$ cat config.mk
export PLATFORM = sky130hd
export DESIGN_NAME = buck_voltage_loop_compensator
export DESIGN_NICKNAME = d
export VERILOG_FILES = /design/src/hw/buck_loop_pkg.sv /design/src/hw/sample_fifo.sv /design/src/hw/buck_voltage_loop_compensator.sv
export SDC_FILE = /design/constraint.sdc
export NUM_CORES = 2
export LEC_CHECK = 0
export BUFFER_PORTS_ARGS = -buffer_cell sky130_fd_sc_hd__buf_2
export CORE_MARGIN = 3
export CORE_UTILIZATION = 40
export DETAILED_ROUTE_END_ITERATION = 10
export MAX_ROUTING_LAYER = met4
export PLACE_DENSITY = 0.61
export SLEW_MARGIN = 30
export SYNTH_ARGS = -nofsm -noshare
export SYNTH_HDL_FRONTEND = slang
export SYNTH_SLANG_ARGS = --single-unit
$ cat constraint.sdc
create_clock -name core_clk -period 23.5 [get_ports core_clk]
set_input_delay 4.7 -clock core_clk [delete_from_list [all_inputs] [get_ports core_clk]]
set_output_delay 4.7 -clock core_clk [all_outputs]
set_load 0.01 [all_outputs]
$ cat src/hw/buck_loop_pkg.sv
// Purpose: Shared constants and types of the buck voltage-loop compensator
// Assumes: One core clock; all widths in bits, times in their own units
// Notes: Numbers shared by the compensator and the bench are named here once; sample_fifo keeps its own
package buck_loop_pkg;

  // Clocking and switching rates
  localparam int CORE_CLK_HZ = 250_000_000;
  localparam int PWM_CLK_HZ = 80_000_000;
  localparam int SWITCH_HZ = 200_000;
  // Core cycles per PWM master tick, rounded down (no integer ratio exists)
  localparam int TICK_DIV = CORE_CLK_HZ / PWM_CLK_HZ;
  localparam int PERIOD_TICKS = PWM_CLK_HZ / SWITCH_HZ;

  // Fine pulse extender figures
  localparam int FINE_STEP_PS = 150;
  localparam int FINE_SUBSTEPS = 256;
  localparam int FINE_SHIFT = 8;
  localparam logic [7:0] FINE_FULL_SCALE = 8'h52;
  localparam logic [7:0] FINE_BYTE_MASK = 8'hff;

  // Data widths
  localparam int ADC_W = 12;
  localparam int ERR_W = ADC_W + 1;
  localparam int COEF_W = 16;
  localparam int U_W = 32;
  localparam int PROD_W = COEF_W + U_W;
  localparam int ACC_W = 56;
  localparam int OUT_W = 24;
  localparam int COARSE_W = 16;
  localparam int FINE_W = 8;
  localparam int CNT_W = 16;
  localparam int SHIFT_W = 6;
  localparam int TAP_W = 3;

  // Field positions of the 24-bit output
  localparam int COARSE_LSB = 8;
  localparam int FINE_MSB = 7;

  // Tap sequencing: b0, b1..b3, a1..a3
  localparam logic [TAP_W-1:0] TAP_LAST = 3'h6;
  localparam logic [TAP_W-1:0] TAP_FIRST_POLE = 3'h4;

  // Reset values
  localparam logic [CNT_W-1:0] CNT_RESET = 16'h0000;
  localparam logic [U_W-1:0] HIST_RESET = 32'h0000_0000;
  localparam logic [ERR_W-1:0] ERR_RESET = 13'h0000;

  // Evaluation sequencer states
  typedef enum logic [3:0] {
    EVAL_IDLE = 4'b0001,
    EVAL_MAC = 4'b0010,
    EVAL_SAT = 4'b0100,
    EVAL_LOAD = 4'b1000
  } eval_state_t;

endpackage

$ cat src/hw/sample_fifo.sv
// Purpose: Small valid/ready FIFO holding ADC samples ahead of the filter
// Assumes: Single clock, synchronous active-high reset
// Notes: Full refuses writes, even with a pop in the same cycle; otherwise a pop and push in the same cycle both succeed
`timescale 1ns/1ps
`default_nettype none
module sample_fifo #(
  parameter int WIDTH = 12,
  parameter int DEPTH = 4
) (
  input wire logic core_clk,
  input wire logic reset,
  input wire logic inValid,
  output logic inReady,
  input wire logic [WIDTH-1:0] inData,
  output logic outValid,
  input wire logic outReady,
  output logic [WIDTH-1:0] outData
);

  localparam int PTR_W = (DEPTH > 1) ? $clog2(DEPTH) : 1;
  localparam int CNT_W = $clog2(DEPTH + 1);

  typedef struct packed {
    logic [DEPTH-1:0][WIDTH-1:0] mem;
    logic [PTR_W-1:0] wrPtr;
    logic [PTR_W-1:0] rdPtr;
    logic [CNT_W-1:0] count;
  } fifo_t;

  fifo_t q;
  fifo_t d;
  logic push;
  logic pop;

  // Pointer step with wrap for non power-of-two depths
  function automatic logic [PTR_W-1:0] nextPtr(input logic [PTR_W-1:0] p);
    nextPtr = (p == PTR_W'(DEPTH - 1)) ? '0 : p + 1'b1;
  endfunction

  // Honest flags straight from the occupancy count
  assign inReady = (q.count != CNT_W'(DEPTH));
  assign outValid = (q.count != '0);
  assign outData = q.mem[q.rdPtr];
  assign push = inValid && inReady;
  assign pop = outValid && outReady;

  // Next state
  always_comb
  begin
    d = q;
    if (push)
    begin
      d.mem[q.wrPtr] = inData;
      d.wrPtr = nextPtr(q.wrPtr);
    end
    if (pop)
    begin
      d.rdPtr = nextPtr(q.rdPtr);
    end
    if (push && !pop)
    begin
      d.count = q.count + 1'b1;
    end
    else if (pop && !push)
    begin
      d.count = q.count - 1'b1;
    end
  end

  // State register
  always_ff @(posedge core_clk)
  begin
    if (reset)
    begin
      q <= '0;
    end
    else
    begin
      q <= d;
    end
  end

endmodule
`default_nettype wire

$ cat src/hw/buck_voltage_loop_compensator.sv
// Purpose: Per-period voltage loop for a buck stage: sample trigger, three-pole filter, duty update
// Assumes: ADC and fine pulse extender are logic on core_clk; coefficients are static
// Notes: One shared multiplier walks the seven taps, so an evaluation takes ten cycles
//
// Functional notes
// - The PWM counter raises a conversion-start pulse whenever it equals the sample compare value.
// - The sample compare follows the period value unless a custom value is selected.
// - Each valid conversion result launches one filter evaluation that ends in a done pulse.
// - Sampling and evaluation happen once per switching period, pacing the loop at that rate.
// - The error term is the reference minus the oldest queued ADC sample.
// - The output sums b0 on the new error, b1..b3 on past errors and a1..a3 on past outputs.
// - The sum is clamped to +/- the maximum, kept as history, then floored for the PWM.
// - The 24-bit result gives the coarse compare in bits 23..8 and the fine fraction in bits 7..0.
// - The fine compare is the low byte times 82, shifted right by eight.
// - New compares sit in shadows and move to the active set at the period boundary on request.
// - The fine compare drives the extender that stretches the coarse pulse in 150 ps steps.
// - The PWM master tick models 80 MHz with 256 fine sub-steps per tick.
// - PERIOD_DEFAULT is unused; the periodValue input sets the switching rate, which is also the evaluation rate.
`timescale 1ns/1ps
`default_nettype none
module buck_voltage_loop_compensator
  import buck_loop_pkg::*;
#(
  parameter int FIFO_DEPTH = 4,
  parameter logic [CNT_W-1:0] PERIOD_DEFAULT = CNT_W'(PERIOD_TICKS)
) (
  input wire logic core_clk,
  input wire logic reset,
  input wire logic [CNT_W-1:0] periodValue,
  input wire logic sampleCompareSel,
  input wire logic [CNT_W-1:0] sampleCompare,
  output logic adcStart,
  input wire logic adcValid,
  output logic adcReady,
  input wire logic [ADC_W-1:0] adcData,
  input wire logic [ADC_W-1:0] reference,
  input wire logic signed [COEF_W-1:0] coefB0,
  input wire logic signed [COEF_W-1:0] coefB1,
  input wire logic signed [COEF_W-1:0] coefB2,
  input wire logic signed [COEF_W-1:0] coefB3,
  input wire logic signed [COEF_W-1:0] coefA1,
  input wire logic signed [COEF_W-1:0] coefA2,
  input wire logic signed [COEF_W-1:0] coefA3,
  input wire logic [SHIFT_W-1:0] accShift,
  input wire logic signed [U_W-1:0] maxLimit,
  input wire logic signed [U_W-1:0] minLimit,
  output logic evalDone,
  output logic [COARSE_W-1:0] coarseCompare,
  output logic [FINE_W-1:0] fineCompare,
  output logic pwmOut
);

  typedef struct packed {
    eval_state_t st;
    logic [7:0] tickCnt;
    logic tick;
    logic [CNT_W-1:0] cnt;
    logic adcStart;
    logic [TAP_W-1:0] tap;
    logic [ERR_W-1:0] eCur;
    logic [3:1][ERR_W-1:0] eHist;
    logic [3:1][U_W-1:0] uHist;
    logic [ACC_W-1:0] acc;
    logic [OUT_W-1:0] outVal;
    logic [COARSE_W-1:0] shCoarse;
    logic [FINE_W-1:0] shFine;
    logic xferReq;
    logic [COARSE_W-1:0] actCoarse;
    logic [FINE_W-1:0] actFine;
    logic pwm;
  } core_t;

  core_t q;
  core_t d;

  logic sampleValid;
  logic samplePop;
  logic [ADC_W-1:0] sampleData;
  logic [CNT_W-1:0] sampleMatch;
  logic boundary;
  logic signed [COEF_W-1:0] coefSel;
  logic signed [U_W-1:0] dataSel;
  logic signed [PROD_W-1:0] prod;
  logic signed [ACC_W-1:0] scaled;
  logic signed [ACC_W-1:0] uClamped;
  logic signed [ACC_W-1:0] uFloored;
  logic [15:0] fineProd;

  // Clamp a wide signed value between two limits
  function automatic logic signed [ACC_W-1:0] clampSigned(
    input logic signed [ACC_W-1:0] v,
    input logic signed [ACC_W-1:0] lo,
    input logic signed [ACC_W-1:0] hi
  );
    if (v > hi)
    begin
      clampSigned = hi;
    end
    else if (v < lo)
    begin
      clampSigned = lo;
    end
    else
    begin
      clampSigned = v;
    end
  endfunction

  // Samples wait here while the filter is busy; full backs up into the ADC
  sample_fifo #(
    .WIDTH(ADC_W),
    .DEPTH(FIFO_DEPTH)
  ) u_sample_fifo (
    .core_clk(core_clk),
    .reset(reset),
    .inValid(adcValid),
    .inReady(adcReady),
    .inData(adcData),
    .outValid(sampleValid),
    .outReady(samplePop),
    .outData(sampleData)
  );

  // Trigger point defaults to the period so sampling lands at the cycle end
  assign sampleMatch = sampleCompareSel ? sampleCompare : periodValue;
  assign boundary = q.tick && (q.cnt == periodValue);
  assign samplePop = sampleValid && (q.st == EVAL_IDLE);

  // Tap operand select for the shared multiplier
  always_comb
  begin
    coefSel = coefB0;
    dataSel = U_W'($signed(q.eCur));
    case (q.tap)
      3'h0:
      begin
        coefSel = coefB0;
        dataSel = U_W'($signed(q.eCur));
      end
      3'h1:
      begin
        coefSel = coefB1;
        dataSel = U_W'($signed(q.eHist[1]));
      end
      3'h2:
      begin
        coefSel = coefB2;
        dataSel = U_W'($signed(q.eHist[2]));
      end
      3'h3:
      begin
        coefSel = coefB3;
        dataSel = U_W'($signed(q.eHist[3]));
      end
      3'h4:
      begin
        coefSel = coefA1;
        dataSel = $signed(q.uHist[1]);
      end
      3'h5:
      begin
        coefSel = coefA2;
        dataSel = $signed(q.uHist[2]);
      end
      3'h6:
      begin
        coefSel = coefA3;
        dataSel = $signed(q.uHist[3]);
      end
      default:
      begin
        coefSel = '0;
        dataSel = '0;
      end
    endcase
  end

  // Saturation arithmetic on the finished sum
  assign prod = coefSel * dataSel;
  assign scaled = $signed(q.acc) >>> accShift;
  assign uClamped = clampSigned(scaled, -ACC_W'(maxLimit), ACC_W'(maxLimit));
  // Floor only for the PWM value; history keeps the two-sided clamp
  assign uFloored = clampSigned(uClamped, ACC_W'(minLimit), ACC_W'(maxLimit));
  // Divide by 256 rather than 255: a shift costs nothing, error under half a step
  assign fineProd = (16'(uFloored[FINE_MSB:0]) & 16'(FINE_BYTE_MASK))
    * 16'(FINE_FULL_SCALE);

  // Next state of timer, sequencer and shadows
  always_comb
  begin
    d = q;
    d.adcStart = 1'b0;
    // Divider makes the PWM master tick enable
    d.tick = (q.tickCnt == 8'(TICK_DIV - 1));
    d.tickCnt = d.tick ? 8'h00 : q.tickCnt + 8'h01;
    if (q.tick)
    begin
      d.cnt = (q.cnt == periodValue) ? CNT_RESET : q.cnt + 1'b1;
      d.adcStart = (q.cnt == sampleMatch);
    end
    d.pwm = (q.cnt < q.actCoarse);
    // Period boundary: shadows go live only when requested, so no mid-cycle glitch
    if (boundary && q.xferReq)
    begin
      d.actCoarse = q.shCoarse;
      d.actFine = q.shFine;
      d.xferReq = 1'b0;
    end
    case (q.st)
      EVAL_IDLE:
      begin
        if (samplePop)
        begin
          d.eCur = ERR_W'({1'b0, reference}) - ERR_W'({1'b0, sampleData});
          d.acc = '0;
          d.tap = '0;
          d.st = EVAL_MAC;
        end
      end
      EVAL_MAC:
      begin
        d.acc = q.acc + ACC_W'(prod);
        d.tap = q.tap + 1'b1;
        if (q.tap == TAP_LAST)
        begin
          d.st = EVAL_SAT;
        end
      end
      EVAL_SAT:
      begin
        d.uHist[3] = q.uHist[2];
        d.uHist[2] = q.uHist[1];
        d.uHist[1] = U_W'(uClamped);
        d.eHist[3] = q.eHist[2];
        d.eHist[2] = q.eHist[1];
        d.eHist[1] = q.eCur;
        d.outVal = OUT_W'(uFloored);
        d.shCoarse = uFloored[OUT_W-1:COARSE_LSB];
        d.shFine = fineProd[15:FINE_SHIFT];
        // Set after the boundary clear so a same-cycle request is not lost
        d.xferReq = 1'b1;
        d.st = EVAL_LOAD;
      end
      EVAL_LOAD:
      begin
        d.st = EVAL_IDLE;
      end
      default:
      begin
        d.st = EVAL_IDLE;
      end
    endcase
  end

  // Single state register; reset clears history and blocks updates
  always_ff @(posedge core_clk)
  begin
    if (reset)
    begin
      q <= '0;
      q.st <= EVAL_IDLE;
      q.cnt <= CNT_RESET;
      q.eCur <= ERR_RESET;
      q.eHist <= {3{ERR_RESET}};
      q.uHist <= {3{HIST_RESET}};
    end
    else
    begin
      q <= d;
    end
  end

  // Outputs straight from the state register, except the done decode
  assign adcStart = q.adcStart;
  assign evalDone = (q.st == EVAL_LOAD);
  assign coarseCompare = q.actCoarse;
  assign fineCompare = q.actFine;
  assign pwmOut = q.pwm;
endmodule
`default_nettype wire

==> flow_summary.yaml <==
detailed_routing:
  drtIter0Drc: 3847
  drtAntennaViolNets: 0
  drc: 0
  viasPerCell: 5.62
  drt-pass1-iter-count: 9
  vias: 42300
  wire_per_inst_microns: 20.8
  totalWireLength_microns: 157000
layout:
  drive_above_1_share: 0.0957
  nNetsFinal: 7166
  layout_commonest_cell: "nand2_1"
  synthToLayoutAreaGrowth_pct: 8.14
  final_cell_mix: "nand2_1 (934), inv_1 (721), nor2_1 (591), fa_1 (491), a21oi_1 (487)"
  n_fill_cell: 11800
clocking:
  numCtsBuffers: 40
  clk_pin_slew_worst_paths_ns: 0.07
  ctsLongestPathBuffers: 3
  cts_resized: 0
  clk_latency_ns: 0.60
  cts_root_buf: "clkbuf_16"
  cts.sinks: 340
  htreeDepth: 2
  post_cts_buffers: 0
  cts_tree: "yes"
  postCtsHoldBufs: 0
floorplanning:
  die_w_microns: 349
  die_height_microns: 349
  io_pins: 270
  initial_core_util: 0.404
  die-area_sq_um: 122000
  floorplan.rows: 125
  coreArea_sq_um: 117000
worst_setup_path:
  path_max_fanout: 68
  crit_end: "q[32]$_SDFFE_PP0P_"
  reg2reg_depth: 41
  crit_path_start: "maxLimit[1]"
  r2r_slack_ns: 10.73
  cp.arrival_ns: 18.23
  timing.rr.end: "q[32]$_SDFFE_PP0P_"
  timing.rr.start: "q[129]$_SDFFE_PP0P_"
  path_common_cell: "ha_1"
  critPathCaptureType: "flop"
  critical_path_class: "input port to flop"
  cp_data_required_time_ns: 23.96
  crit_path_start_kind: "input port"
  cp_slowest_stage_delay_ns: 0.84
  critPathSlowestCell: "nor4b_1"
global_route:
  grt_pass1_vias: 40900
  grt_max_degree: 182
  antenna_found_initial: 6
  grt_pass1_wl_microns: 242000
  globalRoute.totalOverflow: 0
  grtUsageTotal: 0.260
worst_hold_path:
  hold_path.class: "flop to flop"
  min_from: "q[226]$_SDFFE_PP0P_"
logic_synthesis:
  yosysUniqueCellTypes: 87
  ys_warn_count: 0
  ys_ff_latch: 340
  ys.flop_type: "dfxtp_1"
  synth-compound-area-share: 0.153
  syn_nets: 7138
  yosys.area_share.simple: 0.191
  synth_edf_count: 0
  synth.avg_cell_area_sq_um: 7.93
  synthCells: 5943
  synth_fa_ha_area_frac: 0.331
  post_synth_mux_area_share: 0.0578
  netlist_area_sq_um: 47100
  ys_seq_area_frac: 0.145
  synth-xor-area-share: 0.0340
  synth_top_family_by_area: "adder cells"
  async_flop_share: 0
timing:
  min_period_over_period: 0.756
  rsz0062_at_grt: "false"
  clock-skew-final_ns: 0.0378
  layout_min_cycle_time_ns: 17.77
  setup_violations: 0
  drv_slew: 0
  max_slew.worst_pin.slew_ns: 1.04
  hold_violations: 0
  setup-tns-final_ns: 0
  fmax_ghz: 0.0563
  slew_headroom: 0.298
placement:
  io_buffers: 268
  gp_congestion: 0.961
  dp_hpwl_microns: 123000
run:
  drv_cap: 0
status:
  status: "completed"
final cells by class:
cell class                      instances  area (sq um)  area share
Antenna cell                            9          22.5    0.000442
Clock buffer                           54          1120      0.0221
Clock inverter                         18           200     0.00393
Inverter                              725          2720      0.0534
Multi-Input combinational cell       4530         36300       0.712
Sequential cell                       340          6810       0.134
Tap cell                             1524          1910      0.0374
Timing Repair Buffer                  334          1870      0.0367
cell families after synthesis:
group           Yosys count
flops                   340
other cells               1
simple gates           2056
xor+xnor                183
buf+inv                1073
fa+ha+maj               953
mux                     185
compound gates         1152
sequential cells by signal, summed over array words and instances (netlist names):
signal and count:
q 260, u_sample_fifo.q 55, coarseCompare 16, fineCompare 7
adcStart 1, pwmOut 1
layer usage:
metal	vias to the layer above	track usage	share of wire
met2	1394	0.413	0.46
met5	-	-	0
li1	19900	-	-
met1	20800	0.353	0.44
met4	0	0.0649	0.027
met3	207	0.0318	0.066
worst min path at each step:
stage	endpoint	cells after the start
after floorplan	q[25]$_SDFFE_PP0P_	2
after global placement	q[25]$_SDFFE_PP0P_	2
after detailed placement	u_sample_fifo.q[42]$_SDFFE_PP0P_	2
after CTS	u_sample_fifo.q[42]$_SDFFE_PP0P_	2
after global routing	u_sample_fifo.q[52]$_SDFFE_PP0P_	2
final	q[239]$_SDFFE_PP0P_	2
Yosys cell counts (17+ instances only):
| cell | count | share of area |
|---|---|---|
| nand2_1 | 934 | 0.074 |
| inv_1 | 722 | 0.058 |
| nor2_1 | 594 | 0.047 |
| a21oi_1 | 492 | 0.052 |
| fa_1 | 491 | 0.21 |
| ha_1 | 462 | 0.12 |
| dfxtp_1 | 340 | 0.14 |
| clkbuf_1 | 274 | 0.022 |
| o21ai_0 | 174 | 0.018 |
| nand3_1 | 117 | 0.012 |
| xnor2_1 | 117 | 0.022 |
| a21o_1 | 88 | 0.014 |
| mux2i_1 | 88 | 0.019 |
| xor2_1 | 66 | 0.012 |
| mux4_2 | 65 | 0.031 |
| nand4_1 | 64 | 0.0085 |
| nor3_1 | 64 | 0.0068 |
| a211oi_1 | 54 | 0.0086 |
| nand2b_1 | 50 | 0.0066 |
| a31oi_1 | 41 | 0.0054 |
| a22oi_1 | 40 | 0.0064 |
| a222oi_1 | 39 | 0.0083 |
| buf_1 | 39 | 0.0031 |
| and3_1 | 36 | 0.0048 |
| nor2b_1 | 34 | 0.0045 |
| and2_1 | 31 | 0.0041 |
| mux2_2 | 31 | 0.0074 |
| and4_1 | 29 | 0.0054 |
| o21a_1 | 28 | 0.0045 |
| or2_2 | 28 | 0.0037 |
| buf_4 | 26 | 0.0041 |
| a221oi_1 | 21 | 0.0039 |
| a221o_1 | 20 | 0.0043 |
| nor4_1 | 18 | 0.0024 |
| o211ai_1 | 18 | 0.0029 |
| or3_1 | 17 | 0.0023 |
metrics by stage:
| step | setup WS, ns | util | hold WS [ns] | std cells | area [sq um] |
|---|---|---|---|---|---|
| final | 5.73 | 0.437 | 0.450 | 7534 | 50900 |
| after detailed placement | 5.29 | 0.425 | 0.444 | 7453 | 49600 |
| after floorplan | 7.15 | - | 0.429 | 5943 | 47100 |
| after global placement | 5.31 | 0.425 | 0.438 | 7453 | 49600 |
| after CTS | 5.87 | 0.437 | 0.453 | 7525 | 50900 |
| after global routing | 4.88 | 0.437 | 0.469 | 7530 | 50900 |
worst max-delay path, delay by kind of cell:
kind	cells	cell delay [ns]
XOR/XNOR	1	0.30
AND/OR/NAND/NOR	16	6.09
buffers and inverters	6	1.16
multiplexers	1	0.21
AO/OA/AOI/OAI	16	3.53
adder cells (fa/ha/maj)	7	2.22
Power is not shown: default switching activity piles up to over one toggle a cycle in this logic, so the estimate is an artifact.
